<file path="src/twic_params.svh">
/*
  timer, watchdog and interrupt controller: offsets, field positions, reset values and counts.
  assumes it is included by bare name from the package and bench files.
*/
`ifndef TWIC_PARAMS_SVH
`define TWIC_PARAMS_SVH

// ----------------------------------------------------------------------------
// sources and vectors
// ----------------------------------------------------------------------------
`define TWIC_NSRC          13
`define TWIC_VEC_BASE      16'h3FF0

// ----------------------------------------------------------------------------
// register offsets (word addresses on the plain port)
// ----------------------------------------------------------------------------
`define TWIC_OFS_STATUS    4'h0
`define TWIC_OFS_MASK      4'h1
`define TWIC_OFS_ACK       4'h2
`define TWIC_OFS_VECTOR    4'h3
`define TWIC_OFS_TMR_CTRL  4'h4
`define TWIC_OFS_TMR_LOAD  4'h5
`define TWIC_OFS_TMR_COUNT 4'h6
`define TWIC_OFS_WDG_LOAD  4'h7
`define TWIC_OFS_WDG_KICK  4'h8
`define TWIC_OFS_PRIO_LO   4'h9
`define TWIC_OFS_PRIO_HI   4'hA
`define TWIC_OFS_PRIO_TOP  4'hB
`define TWIC_OFS_PRIO_END  4'hC

// ----------------------------------------------------------------------------
// fields and reset values
// ----------------------------------------------------------------------------
`define TWIC_TMR_RUN_BIT   0
`define TWIC_TMR_CONT_BIT  1
`define TWIC_TMR_PRE_LSB   4
`define TWIC_TMR_LOAD_RST  12'hFFF
`define TWIC_WDG_LOAD_RST  16'hFFFF
`define TWIC_WDG_KEY       16'hA5C3
`define TWIC_MASK_RST      13'h0000
// source i starts at level i, so the order is fixed until software moves it
`define TWIC_PRIO_RST      52'hCBA9876543210

`endif

</file>
<file path="src/twic_pkg.sv">
/*
  types shared by the timer, watchdog and interrupt controller files.
  assumes twic_params.svh is on the include path.
*/
`include "twic_params.svh"

package twic_pkg;
  typedef logic [`TWIC_NSRC-1:0] twic_src_t;
  typedef logic [3:0]            twic_prio_t;

  // plain register port from the dsp core
  typedef struct packed {
    logic        wr;
    logic        rd;
    logic [3:0]  addr;
    logic [15:0] wdata;
  } twic_bus_s;

  typedef enum logic [1:0] {
    TWIC_WDG_ARMED,
    TWIC_WDG_WARNED,
    TWIC_WDG_RESET
  } twic_wdg_e;
endpackage : twic_pkg

</file>
<file path="src/twic_general_timer_irq.sv">
/*
  general-purpose timer: 12-bit down-counter behind an 8-bit prescaler set by a 3-bit divide select.
  assumes clk_i domain control from the register block.
*/
`timescale 1ns/10ps
`default_nettype none

module twic_general_timer_irq
  import twic_pkg::*;
(
  // clock and reset
  input  wire logic        clk_i,
  input  wire logic        reset_i,
  // control
  input  wire logic        start_i,
  input  wire logic        stop_i,
  input  wire logic        cont_i,
  input  wire logic [2:0]  pre_i,
  input  wire logic [11:0] load_i,
  // status
  output logic             running_o,
  output logic [11:0]      count_o,
  output logic             expire_o
);
  logic        run_reg,   run_next;
  logic [11:0] cnt_reg,   cnt_next;
  logic [7:0]  pre_reg,   pre_next;
  logic        exp_reg,   exp_next;
  logic        tick;

  // prescale divides by 2^pre
  assign tick = (pre_reg == ((8'h01 << pre_i) - 8'h01));

  always_comb
  begin
    run_next = run_reg;
    cnt_next = cnt_reg;
    pre_next = pre_reg;
    exp_next = 1'b0;
    if (start_i)
    begin
      run_next = 1'b1;
      cnt_next = load_i;
      pre_next = 8'h00;
    end
    else if (stop_i)
      run_next = 1'b0;
    else if (run_reg)
    begin
      pre_next = tick ? 8'h00 : pre_reg + 8'h01;
      if (tick)
      begin
        if (cnt_reg == 12'h000)
        begin
          exp_next = 1'b1;
          if (cont_i)
            cnt_next = load_i;
          else
            run_next = 1'b0;
        end
        else
          cnt_next = cnt_reg - 12'h001;
      end
    end
  end

  always_ff @(posedge clk_i or posedge reset_i)
  begin
    if (reset_i)
    begin
      run_reg <= 1'b0;
      cnt_reg <= 12'h000;
      pre_reg <= 8'h00;
      exp_reg <= 1'b0;
    end
    else
    begin
      run_reg <= run_next;
      cnt_reg <= cnt_next;
      pre_reg <= pre_next;
      exp_reg <= exp_next;
    end
  end

  assign running_o = run_reg;
  assign count_o   = cnt_reg;
  assign expire_o  = exp_reg;

  a_oneshot_stops: assert property (@(posedge clk_i) disable iff (reset_i)
    exp_reg && !cont_i && !start_i && !$past(start_i) |-> !run_reg)
    else $error("single-shot timer kept running after expiry");
  a_expiry_at_zero: assert property (@(posedge clk_i) disable iff (reset_i)
    exp_reg |-> $past(cnt_reg) == 12'h000)
    else $error("timer expiry without zero count");
endmodule : twic_general_timer_irq

`default_nettype wire

</file>
<file path="src/twic_watchdog.sv">
/*
  watchdog: counts system clocks, warns on the first timeout, resets on the second.
  assumes the kick pulse comes from a keyed register write.
*/
`timescale 1ns/10ps
`default_nettype none

module twic_watchdog
  import twic_pkg::*;
(
  // clock and reset
  input  wire logic        clk_i,
  input  wire logic        reset_i,
  // control
  input  wire logic [15:0] load_i,
  input  wire logic        kick_i,
  // events
  output logic             timeout_o,
  output logic             chip_reset_o
);
  twic_wdg_e   st_reg,  st_next;
  logic [15:0] cnt_reg, cnt_next;
  logic        to_reg,  to_next;

  // no enable input exists: the watchdog cannot be switched off
  always_comb
  begin
    st_next  = st_reg;
    cnt_next = cnt_reg - 16'h0001;
    to_next  = 1'b0;
    case (st_reg)
      TWIC_WDG_ARMED, TWIC_WDG_WARNED:
      begin
        if (kick_i)
        begin
          cnt_next = load_i;
          st_next  = TWIC_WDG_ARMED;
        end
        else if (cnt_reg == 16'h0000)
        begin
          cnt_next = load_i;
          if (st_reg == TWIC_WDG_ARMED)
          begin
            to_next = 1'b1;
            st_next = TWIC_WDG_WARNED;
          end
          else
            st_next = TWIC_WDG_RESET;
        end
      end
      TWIC_WDG_RESET:
        cnt_next = cnt_reg;
      default:
        st_next = TWIC_WDG_ARMED;
    endcase
  end

  always_ff @(posedge clk_i or posedge reset_i)
  begin
    if (reset_i)
    begin
      st_reg  <= TWIC_WDG_ARMED;
      cnt_reg <= `TWIC_WDG_LOAD_RST;
      to_reg  <= 1'b0;
    end
    else
    begin
      st_reg  <= st_next;
      cnt_reg <= cnt_next;
      to_reg  <= to_next;
    end
  end

  assign timeout_o    = to_reg;
  assign chip_reset_o = (st_reg == TWIC_WDG_RESET);

  a_second_resets: assert property (@(posedge clk_i) disable iff (reset_i)
    st_reg == TWIC_WDG_WARNED && cnt_reg == 16'h0000 && !kick_i |=> chip_reset_o)
    else $error("second timeout did not reset");
  a_first_warns: assert property (@(posedge clk_i) disable iff (reset_i)
    st_reg == TWIC_WDG_ARMED && cnt_reg == 16'h0000 && !kick_i |=> timeout_o && !chip_reset_o)
    else $error("first timeout did not warn");
  a_always_counts: assert property (@(posedge clk_i) disable iff (reset_i)
    st_reg != TWIC_WDG_RESET && !kick_i && cnt_reg != 16'h0000 |=> cnt_reg == $past(cnt_reg) - 16'h0001)
    else $error("watchdog stopped counting");
endmodule : twic_watchdog

`default_nettype wire

</file>
<file path="src/twic_irq_ctrl.sv">
/*
  interrupt controller with general timer and watchdog for the dsp core.
  assumes a plain register port driven on clk_i; sources are same-clock pulses.
*/
// Implementation choices: the address map and strobed register access.
`timescale 1ns/10ps
`default_nettype none

module twic_irq_ctrl
  import twic_pkg::*;
(
  // clock and reset
  input  wire logic        clk_i,
  input  wire logic        reset_i,
  // register port
  input  wire logic [3:0]  addr_i,
  input  wire logic [15:0] wdata_i,
  input  wire logic        wr_i,
  input  wire logic        rd_i,
  output logic [15:0]      rdata_o,
  // interrupt sources, same-clock pulses
  input  wire logic        filterbank_done_irq_i,
  input  wire logic        audio_block_full_irq_i,
  input  wire logic        spi_irq_i,
  input  wire logic        remote_control_irq_i,
  input  wire logic        extension_receive_irq_i,
  input  wire logic        extension_transmit_irq_i,
  input  wire logic        pin_port_irq_i,
  input  wire logic        two_wire_irq_i,
  input  wire logic        serial_receive_irq_i,
  input  wire logic        serial_transmit_irq_i,
  input  wire logic        sample_link_irq_i,
  // core side
  input  wire logic        set_irq_enable_instr_i,
  input  wire logic        clr_irq_enable_i,
  output logic             irq_o,
  output logic [15:0]      irq_vector_o,
  output logic             device_reset_o
);
  import twic_pkg::*;

  // --------------------------------------------------------------------------
  // register state
  // --------------------------------------------------------------------------
  twic_bus_s   bus;
  twic_src_t   pend_reg, pend_next;
  twic_src_t   mask_reg, mask_next;
  twic_src_t   ackf_reg, ackf_next;
  twic_src_t   src;
  logic        gie_reg,  gie_next;
  logic [1:0]  tctl_reg, tctl_next;
  logic [2:0]  tpre_reg, tpre_next;
  logic [11:0] tload_reg, tload_next;
  logic [15:0] wload_reg, wload_next;
  logic [15:0] rdata_reg, rdata_next;
  logic [51:0] prio_reg, prio_next;
  logic        tmr_start, tmr_stop, wdg_kick;
  logic        tmr_run, tmr_exp, wdg_to, wdg_rst;
  logic [11:0] tmr_cnt;

  assign bus = '{wr: wr_i, rd: rd_i, addr: addr_i, wdata: wdata_i};

  // source order fixed: bit index is the source number
  assign src = {sample_link_irq_i, serial_transmit_irq_i, serial_receive_irq_i,
                two_wire_irq_i, pin_port_irq_i, extension_transmit_irq_i,
                extension_receive_irq_i, remote_control_irq_i, spi_irq_i,
                wdg_to, tmr_exp, audio_block_full_irq_i, filterbank_done_irq_i};

  // --------------------------------------------------------------------------
  // timers
  // --------------------------------------------------------------------------
  assign tmr_start = bus.wr && bus.addr == `TWIC_OFS_TMR_CTRL && bus.wdata[`TWIC_TMR_RUN_BIT];
  assign tmr_stop  = bus.wr && bus.addr == `TWIC_OFS_TMR_CTRL && !bus.wdata[`TWIC_TMR_RUN_BIT];
  // keyed write so a runaway store cannot feed the dog
  assign wdg_kick  = bus.wr && bus.addr == `TWIC_OFS_WDG_KICK && bus.wdata == `TWIC_WDG_KEY;

  twic_general_timer_irq u_general_timer_irq (
    .clk_i     (clk_i),
    .reset_i   (reset_i),
    .start_i   (tmr_start),
    .stop_i    (tmr_stop),
    .cont_i    (tctl_reg[`TWIC_TMR_CONT_BIT]),
    .pre_i     (tpre_reg),
    .load_i    (tload_reg),
    .running_o (tmr_run),
    .count_o   (tmr_cnt),
    .expire_o  (tmr_exp)
  );

  twic_watchdog u_watchdog (
    .clk_i        (clk_i),
    .reset_i      (reset_i),
    .load_i       (wload_reg),
    .kick_i       (wdg_kick),
    .timeout_o    (wdg_to),
    .chip_reset_o (wdg_rst)
  );

  // --------------------------------------------------------------------------
  // priority select: lowest level wins, ties to lower source index
  // --------------------------------------------------------------------------
  twic_src_t  live;
  logic       win_valid;
  logic [3:0] win_idx;
  twic_prio_t win_lvl;

  assign live = pend_reg & mask_reg;

  always_comb
  begin
    win_valid = 1'b0;
    win_idx   = 4'h0;
    win_lvl   = 4'hF;
    for (int i = 0; i < `TWIC_NSRC; i++)
    begin
      if (live[i] && (!win_valid || prio_reg[i*4 +: 4] < win_lvl))
      begin
        win_valid = 1'b1;
        win_idx   = 4'(i);
        win_lvl   = prio_reg[i*4 +: 4];
      end
    end
  end

  // --------------------------------------------------------------------------
  // register next-state
  // --------------------------------------------------------------------------
  always_comb
  begin
    pend_next  = pend_reg | src;
    ackf_next  = ackf_reg;
    mask_next  = mask_reg;
    gie_next   = gie_reg;
    tctl_next  = tctl_reg;
    tpre_next  = tpre_reg;
    tload_next = tload_reg;
    wload_next = wload_reg;
    prio_next  = prio_reg;
    rdata_next = 16'h0000;
    if (set_irq_enable_instr_i)
      gie_next = 1'b1;
    else if (clr_irq_enable_i)
      gie_next = 1'b0;
    if (bus.wr)
    begin
      case (bus.addr)
        `TWIC_OFS_STATUS,
        `TWIC_OFS_ACK:
        begin
          // write one clears, but a same-cycle event wins
          pend_next = (pend_reg & ~bus.wdata[`TWIC_NSRC-1:0]) | src;
          ackf_next = ackf_reg | (pend_reg & bus.wdata[`TWIC_NSRC-1:0]);
        end
        `TWIC_OFS_MASK:     mask_next  = bus.wdata[`TWIC_NSRC-1:0];
        `TWIC_OFS_TMR_CTRL:
        begin
          tctl_next = bus.wdata[1:0];
          tpre_next = bus.wdata[`TWIC_TMR_PRE_LSB +: 3];
        end
        `TWIC_OFS_TMR_LOAD: tload_next = bus.wdata[11:0];
        `TWIC_OFS_WDG_LOAD: wload_next = bus.wdata;
        `TWIC_OFS_PRIO_LO:  prio_next[15:0]  = bus.wdata;
        `TWIC_OFS_PRIO_HI:  prio_next[31:16] = bus.wdata;
        `TWIC_OFS_PRIO_TOP: prio_next[47:32] = bus.wdata;
        `TWIC_OFS_PRIO_END: prio_next[51:48] = bus.wdata[3:0];
        default: ;
      endcase
    end
    // fresh event on a source clears its old acknowledge flag
    ackf_next = ackf_next & ~src;
    if (bus.rd)
    begin
      case (bus.addr)
        `TWIC_OFS_STATUS:    rdata_next = {3'h0, pend_reg};
        `TWIC_OFS_MASK:      rdata_next = {3'h0, mask_reg};
        `TWIC_OFS_ACK:       rdata_next = {3'h0, ackf_reg};
        `TWIC_OFS_VECTOR:    rdata_next = {11'h000, win_valid, win_idx};
        `TWIC_OFS_TMR_CTRL:  rdata_next = {9'h000, tpre_reg, 2'h0, tctl_reg[1], tmr_run};
        `TWIC_OFS_TMR_LOAD:  rdata_next = {4'h0, tload_reg};
        `TWIC_OFS_TMR_COUNT: rdata_next = {4'h0, tmr_cnt};
        `TWIC_OFS_WDG_LOAD:  rdata_next = wload_reg;
        `TWIC_OFS_PRIO_LO:   rdata_next = prio_reg[15:0];
        `TWIC_OFS_PRIO_HI:   rdata_next = prio_reg[31:16];
        `TWIC_OFS_PRIO_TOP:  rdata_next = prio_reg[47:32];
        `TWIC_OFS_PRIO_END:  rdata_next = {12'h000, prio_reg[51:48]};
        default:             rdata_next = 16'h0000;
      endcase
    end
  end

  // reset branch loads constants only; the level table comes from the header
  always_ff @(posedge clk_i or posedge reset_i)
  begin
    if (reset_i)
    begin
      pend_reg  <= '0;
      ackf_reg  <= '0;
      mask_reg  <= `TWIC_MASK_RST;
      gie_reg   <= 1'b0;
      tctl_reg  <= 2'h0;
      tpre_reg  <= 3'h0;
      tload_reg <= `TWIC_TMR_LOAD_RST;
      wload_reg <= `TWIC_WDG_LOAD_RST;
      prio_reg  <= `TWIC_PRIO_RST;
      rdata_reg <= 16'h0000;
    end
    else
    begin
      pend_reg  <= pend_next;
      ackf_reg  <= ackf_next;
      mask_reg  <= mask_next;
      gie_reg   <= gie_next;
      tctl_reg  <= tctl_next;
      tpre_reg  <= tpre_next;
      tload_reg <= tload_next;
      wload_reg <= wload_next;
      prio_reg  <= prio_next;
      rdata_reg <= rdata_next;
    end
  end

  // --------------------------------------------------------------------------
  // outputs
  // --------------------------------------------------------------------------
  assign irq_o          = gie_reg && win_valid;
  assign irq_vector_o   = `TWIC_VEC_BASE + {12'h000, win_idx};
  assign rdata_o        = rdata_reg;
  // the system reset tree must feed this back into reset_i
  assign device_reset_o = wdg_rst;

  a_gie_gates: assert property (@(posedge clk_i) disable iff (reset_i)
    irq_o |-> gie_reg && (live != '0))
    else $error("interrupt delivered while disabled or idle");
  a_pend_holds: assert property (@(posedge clk_i) disable iff (reset_i)
    pend_reg[0] && !(bus.wr && (bus.addr == `TWIC_OFS_STATUS || bus.addr == `TWIC_OFS_ACK)) |=> pend_reg[0])
    else $error("pending request lost without acknowledge");
  a_timer_source: assert property (@(posedge clk_i) disable iff (reset_i)
    tmr_exp |=> pend_reg[2])
    else $error("timer expiry not pending");
  a_vector_unique: assert property (@(posedge clk_i) disable iff (reset_i)
    win_valid |-> irq_vector_o == `TWIC_VEC_BASE + {12'h000, win_idx} && live[win_idx])
    else $error("vector does not name a live source");
  a_ack_on_clear: assert property (@(posedge clk_i) disable iff (reset_i)
    bus.wr && bus.addr == `TWIC_OFS_STATUS && bus.wdata[0] && pend_reg[0] && !src[0] |=> ackf_reg[0] && !pend_reg[0])
    else $error("cleared request left no acknowledge flag");
endmodule : twic_irq_ctrl

`default_nettype wire

</file>
<file path="config.mk">
export PLATFORM = sky130hd
export DESIGN_NAME = twic_irq_ctrl
export DESIGN_NICKNAME = d
export VERILOG_FILES = /design/src/twic_pkg.sv /design/src/twic_general_timer_irq.sv /design/src/twic_watchdog.sv /design/src/twic_irq_ctrl.sv
export VERILOG_INCLUDE_DIRS = /design/src /design/src/src
export SDC_FILE = /design/constraint.sdc
export NUM_CORES = 1
export LEC_CHECK = 0
export ABC_AREA = 1
export BUFFER_PORTS_ARGS = -buffer_cell sky130_fd_sc_hd__buf_2
export CAP_MARGIN = 25
export CORE_MARGIN = 3
export CORE_UTILIZATION = 50
export CTS_CLUSTER_DIAMETER = 200
export DETAILED_ROUTE_END_ITERATION = 10
export HOLD_SLACK_MARGIN = 0.08
export PLACE_DENSITY = 0.76
export RECOVER_POWER = 50
export SLEW_MARGIN = 10
export SYNTH_ARGS = -nofsm -noshare
export SYNTH_HDL_FRONTEND = slang
export SYNTH_HIERARCHICAL = 1
export SYNTH_SLANG_ARGS = --single-unit
</file>
<file path="constraint.sdc">
create_clock -name clk_i -period 24.6 [get_ports clk_i]
set_input_delay 2.46 -clock clk_i [delete_from_list [all_inputs] [get_ports clk_i]]
set_output_delay 2.46 -clock clk_i [all_outputs]
set_load 0.005 [all_outputs]
</file>
* Word level (Yosys, flattened, before mapping)
Cells that the tools add are included.
** Cells by class
- Add/sub/neg operators :: 5
- Order comparisons :: 12
- Eq/ne operators :: 19
- Shift-type cells :: 1
- Muxes and demuxes :: 77
- Bitwise operators :: 10
- Reductions and logical operators :: 63
** Operators by type and width (count)
- $pmux 16 s12 :: 1
- $mux 4 :: 23
- $mux 12 :: 6
- $and 13x13->13 :: 4
- $mux 13 :: 4
- $lt 4x4->1 :: 12
- $mux 16 :: 3
- $or 13x13->13 :: 3
- $mux 8 :: 4
- $pmux 16 s2 :: 1
- $mux 1 :: 31
- $not 13->13 :: 2
- $eq 4x4->1 const B :: 5
- $reduce_and 2->1 :: 10
- $logic_and 1x1->1 :: 18
- $eq 16x16->1 const B :: 1
- $eq 4x3->1 const B :: 4
- $logic_not 16->1 :: 1
- $sub 16x1->16 const B :: 1
- $add 14x4->15 const A :: 1
- $logic_not 1->1 :: 13
- $logic_not 12->1 :: 1
- $logic_or 1x1->1 :: 12
- $sub 12x1->12 const B :: 1
- other kinds (19) :: 25
** Word-level totals
- Bits in registers :: 182
- Output and inout bits :: 34
- Word-level logic and storage cells :: 207

* Logic depth before layout (Yosys ltp)
Gate-level depths: netlist (run 1).
- Depth in word-level cells :: 52
- Gate-level depth with buffers :: 111

* Modules after synthesis
The synthesis (run 1) kept the hierarchy.
** By module, submodules not included
- twic_irq_ctrl :: instances 1, cells each 1119, area each 8274.2 µm², sequential area each 3565.9 µm²
- twic_general_timer_irq :: instances 1, cells each 249, area each 1600.3 µm², sequential area each 550.5 µm²
- twic_watchdog :: instances 1, cells each 206, area each 1405.1 µm², sequential area each 495.5 µm²

* Worst setup path before layout (run 1)
Ideal clock, no wire load.
- Path kind :: register -> output
- Start :: register pend_reg[0]
- End :: output irq_vector_o[2]
- Arrival time :: 10650 ps
- Required time :: 22140 ps
- Path slack :: 11490 ps
- Cell stages (with the launch flop) :: 102
- Buffers on the path :: 0
- Path through :: dfrtp_1 nand2_2 nor2_1 ha_1 inv_2 nor2_1 nor2_1 nand2_2 nand2_4 nand2_4 o21ai_0 ha_1 inv_1 o21bai_1 inv_2 nand2_1 nand2_2 nand2_4 (+66 left out) nand2_1 nand2_1 nand2_4 nand2_1 o21ai_1 ha_1 a21oi_1 nand2_1 nand2_2 nand2_4 nand2_1 o21ai_1 ha_1 a21oi_1 nand2_1 nand2_1 nand2_2 nand2_2
** On the way
- Cells in the longest elaborated chain, start to end :: 51
** Ends and longest elaborated chain
- start: declaration :: RTL line twic_irq_ctrl.sv:46 : twic_src_t pend_reg, pend_next;
- start signal: assignment :: RTL line twic_irq_ctrl.sv:209 : pend_reg <= pend_next;
- $and 13x13->13 * :: RTL line twic_irq_ctrl.sv:107 : assign live = pend_reg & mask_reg;
- $mux 4 / $mux 1 (equally long branches) :: RTL line twic_irq_ctrl.sv:116 : if (live[i] && (!win_valid || prio_reg[i*4 +: 4] < win_lvl))
- $lt 4x4->1 / $logic_not 1->1 (equally long branches) :: RTL line twic_irq_ctrl.sv:116
- $logic_or 1x1->1 :: RTL line twic_irq_ctrl.sv:116
- $logic_and 1x1->1 :: RTL line twic_irq_ctrl.sv:116
- $mux 4 / $mux 1 (equally long branches) :: RTL line twic_irq_ctrl.sv:116
- $lt 4x4->1 / $logic_not 1->1 (equally long branches) :: RTL line twic_irq_ctrl.sv:116
- $logic_or 1x1->1 :: RTL line twic_irq_ctrl.sv:116
- (+35 left out)
- $logic_or 1x1->1 :: RTL line twic_irq_ctrl.sv:116
- $logic_and 1x1->1 :: RTL line twic_irq_ctrl.sv:116
- $mux 4 / $mux 1 (equally long branches) :: RTL line twic_irq_ctrl.sv:116
- $lt 4x4->1 / $logic_not 1->1 (equally long branches) :: RTL line twic_irq_ctrl.sv:116
- $logic_or 1x1->1 :: RTL line twic_irq_ctrl.sv:116
- $logic_and 1x1->1 :: RTL line twic_irq_ctrl.sv:116
- $mux 4 * :: RTL line twic_irq_ctrl.sv:116
- $add 14x4->15 (no line) *
- end: declaration :: RTL line twic_irq_ctrl.sv:37 : output logic [15:0] irq_vector_o,
Mark *: on every way between the ends. The rest lies on a longest branch, timed or not.

* Final worst setup path (run 1)
Ends and elaborated chain as after synthesis.

==> out/results.txt, run 1 <==
Setup Viol. Count Final: 0
ys async rst share: 100.0%
wire length per cell: 18.01 um
violated checks: capacitance limit, slew limit
delay-heaviest family, CP: simple AND/OR/NAND/NOR gates
H-tree level count: 4
maxcap violations: 2
maximum vdd ir drop: 0.06566 mV
Die Y: 156.2 um
Layout Skew: 0.01344 ns
synthesized area: 0.01128 mm2
CTS tree: done
Worst Path Buf+Inv: 16
Row Count: 54
initial DRC count: 1212
Die Wd: 156.2 um
hold buffers post-CTS: 0
Yosys reg bits: 181
synth top area cells: dfrtp_1 26%, nand2_1 16%, dfstp_2 15%
routability congestion estimate: 0.9791
Tot GR Track Use: 28.33%
met1 Track Usage GR: 40.94%
CTS sink cnt: 181
met3 usage: 5.908%
starting density of the core: 51.21%
Worst path max stage delay: 0.45 ns
final period utilization: 61.59%
Least-Margin Pin Slew: 4.006 ns
CTS root buf: clkbuf_16
Nets: 1675
Die ar.: 0.02440 mm2
Mean Syn Cell Area: 7.166 um2
number of antenna diodes: 0
max reg flops: 52
DR DRC count: 0
crit path kind: flip-flop to output pin
status: finished, violations left
I/O pin cnt: 71
setup TNS: 0 ns
CP max FO: 10
CP startpoint kind: flip-flop
Final Max Slew Viols: 143
critical path's slowest cell: dfrtp_1
M2 GR Usage: 43.07%
GRT busiest layer: met2
Longest Clk Path Bufs: 2
DRT antenna net count: 0
Primary FF master, synth: dfrtp_1
vias in the first global route: 9761
Final min period: 15.15 ns
CP arrival: 12.69 ns
Cell Pwr Density: 104.1 mW/mm2
TritonCTS buffer count: 17
Overflow after GRT: 0
max frequency: 0.06600 GHz
Netlist cell types: 45
area occupied by multi-input gates: 0.005605 mm2
cts repair resizes: 0
crit end category: output pin
Hold Fails Final Rpt: 0
post-synthesis sequential area ratio: 40.89%
fillers: 2086
Setup Buffers After CTS: 0
fin cells: 1911
Leak: 0.006213 uW
Placed Cells: 1878
RSZ-0062 raised after global routing: no
Post-synth EDFFs: 0
Core Util, Final: 55.88%
Via density: 5.641
first-pass GRT wire length: 53810 um
pin count of the biggest net entering global routing: 75
IO buf count: 58
sequential cell area: 0.004612 mm2
core area: 0.02203 mm2
DP Wirelength: 25900 um
Area Overhead vs Synth: 9.119%
DR vias: 10780
number of synthesis warnings: 6
Yosys top cell area share: 25.51%
hold crit path type: flip-flop to flip-flop
Detailed Routing Iterations Pass 1: 6
Crit path required time: 22.14 ns
Slew HR: -167.1%
Post-Syn Instances: 1574
Clock transition at path regs: 0.07 ns
layout cells sized above 1: 13.86%
Synth area leader: dfrtp_1
hold slack final: 0.4310 ns
later-pin clock latency in the skew report: 0.44 ns
initial antenna violation count: 0
final wirelength: 34410 um
placed cells by master (no fill, tap or decap), types with 3 or more instances in the layout:
cell	n
ha_1	20
a21o_1	4
clkbuf_16	17
nand2_4	18
clkbuf_1	15
a2111oi_0	6
clkinv_1	7
nand3b_1	11
dfrtp_1	115
inv_2	20
o21ai_1	13
conb_1	12
o22ai_1	16
o2111ai_1	4
a221oi_1	15
dfstp_2	66
inv_1	190
nand2_1	470
nor3_1	12
o21bai_1	19
nand4_1	15
a21oi_1	35
a31oi_1	5
clkinvlp_4	4
xnor2_1	7
buf_2	49
nand2_8	3
nand3_1	142
nor2_1	122
nor4_1	5
nor2_2	5
xor2_1	10
bufinv_16	3
o21ai_0	126
nand2_2	29
buf_4	5
layout make-up:
cell class	instances	area share, %
timing repair buffer	65	2.704
clock buffer	23	3.721
inverter	218	6.659
clock inverter	9	1.057
sequential	181	37.47
multi-input combinational	1135	45.54
tap	280	2.846
logic make-up after synthesis:
logic type	count (synthesis)	share of synthesized area (%)
flip-flops	181	40.89
buffers and inverters	268	9.750
other	2	0.06658
AO/OA/AOI/OAI	251	12.96
adder cells (fa/ha/maj)	20	2.219
XOR/XNOR	17	1.320
AND/OR/NAND/NOR	835	32.80
through the flow:
| step | power (uW) | area (um2) | setup WS, ns |
|---|---|---|---|
| final | 1282 | 12310 | 9.448 |
| after global placement | 970.8 | 11730 | 10.37 |
| after detailed placement | 991.0 | 11730 | 10.00 |
| after floorplan | 856.5 | 11320 | 11.49 |
| after CTS | 1273 | 12310 | 9.462 |
| after global routing | 1380 | 12310 | 7.979 |
path summary, 6_finish.rpt:
check                                              from                   end  slack, ns  cells past startpoint
max                                         pend_reg[0]       irq_vector_o[2]       9.45                     98
min                        u_general_timer_irq/expire_o           ackf_reg[2]       0.43                      1
max reg2reg                                 pend_reg[0]            rdata_o[2]      12.01                     99
min reg2reg                u_general_timer_irq/expire_o           ackf_reg[2]       0.43                      1
max in group asynchronous                       reset_i          prio_reg[10]      16.94                      3
min in group asynchronous                       reset_i  u_watchdog/st_reg[1]       2.17                      2
cells in the mapped netlist (2+ instances only):
| library cell | count |
|---|---|
| clkinv_1 | 7 |
| a221o_1 | 2 |
| o22ai_1 | 16 |
| nor4_1 | 5 |
| clkbuf_1 | 27 |
| inv_2 | 20 |
| nor2_2 | 5 |
| nand2_1 | 470 |
| a2111oi_0 | 6 |
| o2111ai_1 | 4 |
| ha_1 | 20 |
| buf_4 | 14 |
| a31oi_1 | 5 |
| buf_6 | 5 |
| dfstp_2 | 66 |
| a21o_1 | 4 |
| dfrtp_1 | 115 |
| nand3b_1 | 11 |
| o21ai_0 | 126 |
| o21bai_1 | 19 |
| a21oi_1 | 35 |
| a221oi_1 | 15 |
| nand2_4 | 18 |
| buf_2 | 2 |
| nor2_1 | 122 |
| conb_1 | 2 |
| xor2_1 | 10 |
| inv_1 | 191 |
| nand2_8 | 3 |
| nor3_1 | 12 |
| nand3_1 | 142 |
| nand4_1 | 15 |
| nand2_2 | 29 |
| xnor2_1 | 7 |
| a21boi_1 | 2 |
| o21ai_1 | 13 |
worst reg2reg max path, delay by kind of cell, from the launching register on:
kind / cells / cell delay [ns]
and+or+nand+nor: 51 / 4.13
AOI/OAI and AO/OA: 21 / 3.52
DFF: 1 / 0.45
buffers and inverters: 15 / 0.85
adders and majority gates: 12 / 3.54
layer usage:
metal  up-vias  part of all wire (%)
met4         0                   2.4
met1      5046                    43
met5         -                     0
met3        57                   9.8
li1       5141                     -
met2       535                    44
power by group:
group,total (uW),internal [uW],switching (uW)
clock,278,162,116
combinational,583,196,386
sequential,421,363,58.4
(Power assumes the default switching activity.)
==> inputs of run 2 (changes only) <==
clock period = 14 ns   (was 24.6 ns; I/O delays follow)
==> out/results.txt, run 2 (synthesized netlist as in run 1, its figures left out) <==
setup TNS: 0 ns (unchanged)
violated checks: capacitance limit, slew limit
CP max FO: 9 (-1)
TritonCTS buffer count: 17 (unchanged)
Die ar.: 0.02440 mm2 (unchanged)
critical path's slowest cell: dfrtp_2
Total Power: 2347 uW (+83%)
most frequent cells in the layout: 463 x nand2_1, 190 x inv_1, 142 x nand3_1
Final Max Slew Viols: 143 (unchanged)
starting density of the core: 51.21% (unchanged)
Slew HR: -157.3% (+9.8 points)
Worst Hold Depth: 1 (unchanged)
maximum vdd ir drop: 0.09760 mV (+49%)
Cell Pwr Density: 185.2 mW/mm2 (+78%)
initial antenna violation count: 0 (unchanged)
vias in the first global route: 9976 (+2.2%)
Area Overhead vs Synth: 12.33%
layout cells sized above 1: 17.13% (+3.3 points)
max frequency: 0.07619 GHz
P_sw: 1041 uW (+86%)
Comb power frac: 48.2% (+2.7 points)
clock power share: 20.2% (-1.5 points)
Tot GR Track Use: 28.48% (+0.15 points)
Least-Margin Pin Slew: 3.859 ns (-0.1475 ns)
status: finished, violations left
Row Count: 54 (unchanged)
DR DRC count: 0 (unchanged)
DR vias: 11060 (+2.6%)
Detailed Routing Iterations Pass 1: 8 (+2)
worst reg-to-reg path cell count: 109 (+10%)
crit end category: output pin
hold crit path type: flip-flop to flip-flop
maxcap violations: 2 (unchanged)
Die Y: 156.2 um (unchanged)
crit path kind: flip-flop to output pin
switch share: 44.35% (+0.62 points)
Overflow after GRT: 0 (unchanged)
wire length per cell: 18.10 um (+0.49%)
initial DRC count: 1176 (-3.0%)
final wirelength: 35180 um (+2.2%)
final period utilization: 93.75%
Final min period: 13.12 ns
Crit path required time: 12.60 ns (-9.54 ns)
CTS sink cnt: 181 (unchanged)
Clock transition at path regs: 0.07 ns (about the same)
fin cells: 1944 (+1.7%)
routability congestion estimate: 0.9972 (+1.8%)
later-pin clock latency in the skew report: 0.44 ns (about the same)
Via density: 5.688 (+0.84%)
hold buffers post-CTS: 0 (unchanged)
Longest Clk Path Bufs: 2 (unchanged)
IO buf count: 58 (unchanged)
pin count of the biggest net entering global routing: 73 (-2.7%)
Worst path max stage delay: 0.45 ns (about the same)
Placed Cells: 1878 (unchanged)
Die Wd: 156.2 um (unchanged)
Flop pwr share: 31.6% (-1.3 points)
CTS tree: done
Nets: 1708 (+2.0%)
number of antenna diodes: 0 (unchanged)
H-tree level count: 4 (unchanged)
core area: 0.02203 mm2 (unchanged)
Leak: 0.006361 uW (+2.4%)
CTS root buf: clkbuf_16
I/O pin cnt: 71 (unchanged)
CP arrival: 11.72 ns (-0.97 ns)
Setup Viol. Count Final: 0 (unchanged)
max reg flops: 52 (unchanged)
first-pass GRT wire length: 54210 um (+0.74%)
Layout Skew: 0.01612 ns (+0.002680 ns)
DRT antenna net count: 0 (unchanged)
Hold Fails Final Rpt: 0 (unchanged)
DP Wirelength: 25790 um (-0.41%)
CP startpoint kind: flip-flop
Pint: 1306 uW (+81%)
commonest non-fill, non-tap cell in the layout: nand2_1
[run 2: metrics by stage]
step                      hold WS, ns  utilization, %  worst slack [ns]  area, um2
after floorplan                0.3938               -             1.950      11320
after global placement         0.4267           53.24            0.8548      11730
after detailed placement       0.4139           53.24            0.4317      11730
after CTS                      0.4449           55.87           0.01817      12310
after global routing           0.4636           57.53           -0.1646      12670
final                          0.4475           57.53            0.8751      12670
[run 2: critical path: cells and delay by family, from the launching register on]
kind	cells	cell delay, ns
DFF	1	0.45
and+or+nand+nor	57	4.49
AOI/OAI and AO/OA	20	1.78
adders and majority gates	12	3.44
buffers and inverters	19	1.10
[run 2: cell type report]
| cell class | instances | area (um2) |
|---|---|---|
| fill | 2004 | 9355 |
| multi-input combinational | 1136 | 5744 |
| sequential | 181 | 4614 |
| inverter | 218 | 819.5 |
| timing repair buffer | 97 | 563.0 |
| clock buffer | 20 | 456.7 |
| tap | 280 | 350.3 |
| clock inverter | 12 | 122.6 |
[run 2: power by group through the flow]
stage                     Clock [uW]  Sequential (uW)  Combinational, uW
after CTS                        477              735               1000
after floorplan                    0              704                801
after global routing             502              752               1270
after global placement             0              741                965
after detailed placement           0              743                995
final                            474              742               1130
[run 2: timing repair]
action	CTS	global route
gates cloned	0	1
pin swaps	0	32
gates resized for setup	1	43
buffers inserted	0	31
endpoints found under the setup margin	4	5
[run 2: worst paths after layout]
check                                        startpoint                               to  slack, ns
setup / recovery                            pend_reg[0]                  irq_vector_o[3]       0.88
hold / removal             u_general_timer_irq/expire_o                      ackf_reg[2]       0.45
setup reg to reg                            pend_reg[0]                       rdata_o[2]       2.36
hold reg to reg            u_general_timer_irq/expire_o                      ackf_reg[2]       0.45
max in group asynchronous                       reset_i                      mask_reg[0]       7.21
min in group asynchronous                       reset_i  u_general_timer_irq/count_o[11]       0.87
[run 2: per-layer routing]
layer,GRT usage (%),wire length [um]
met1,41.35,15020
met2,42.29,15210
met3,5.465,3564
met4,11.00,1389
met5,0,0
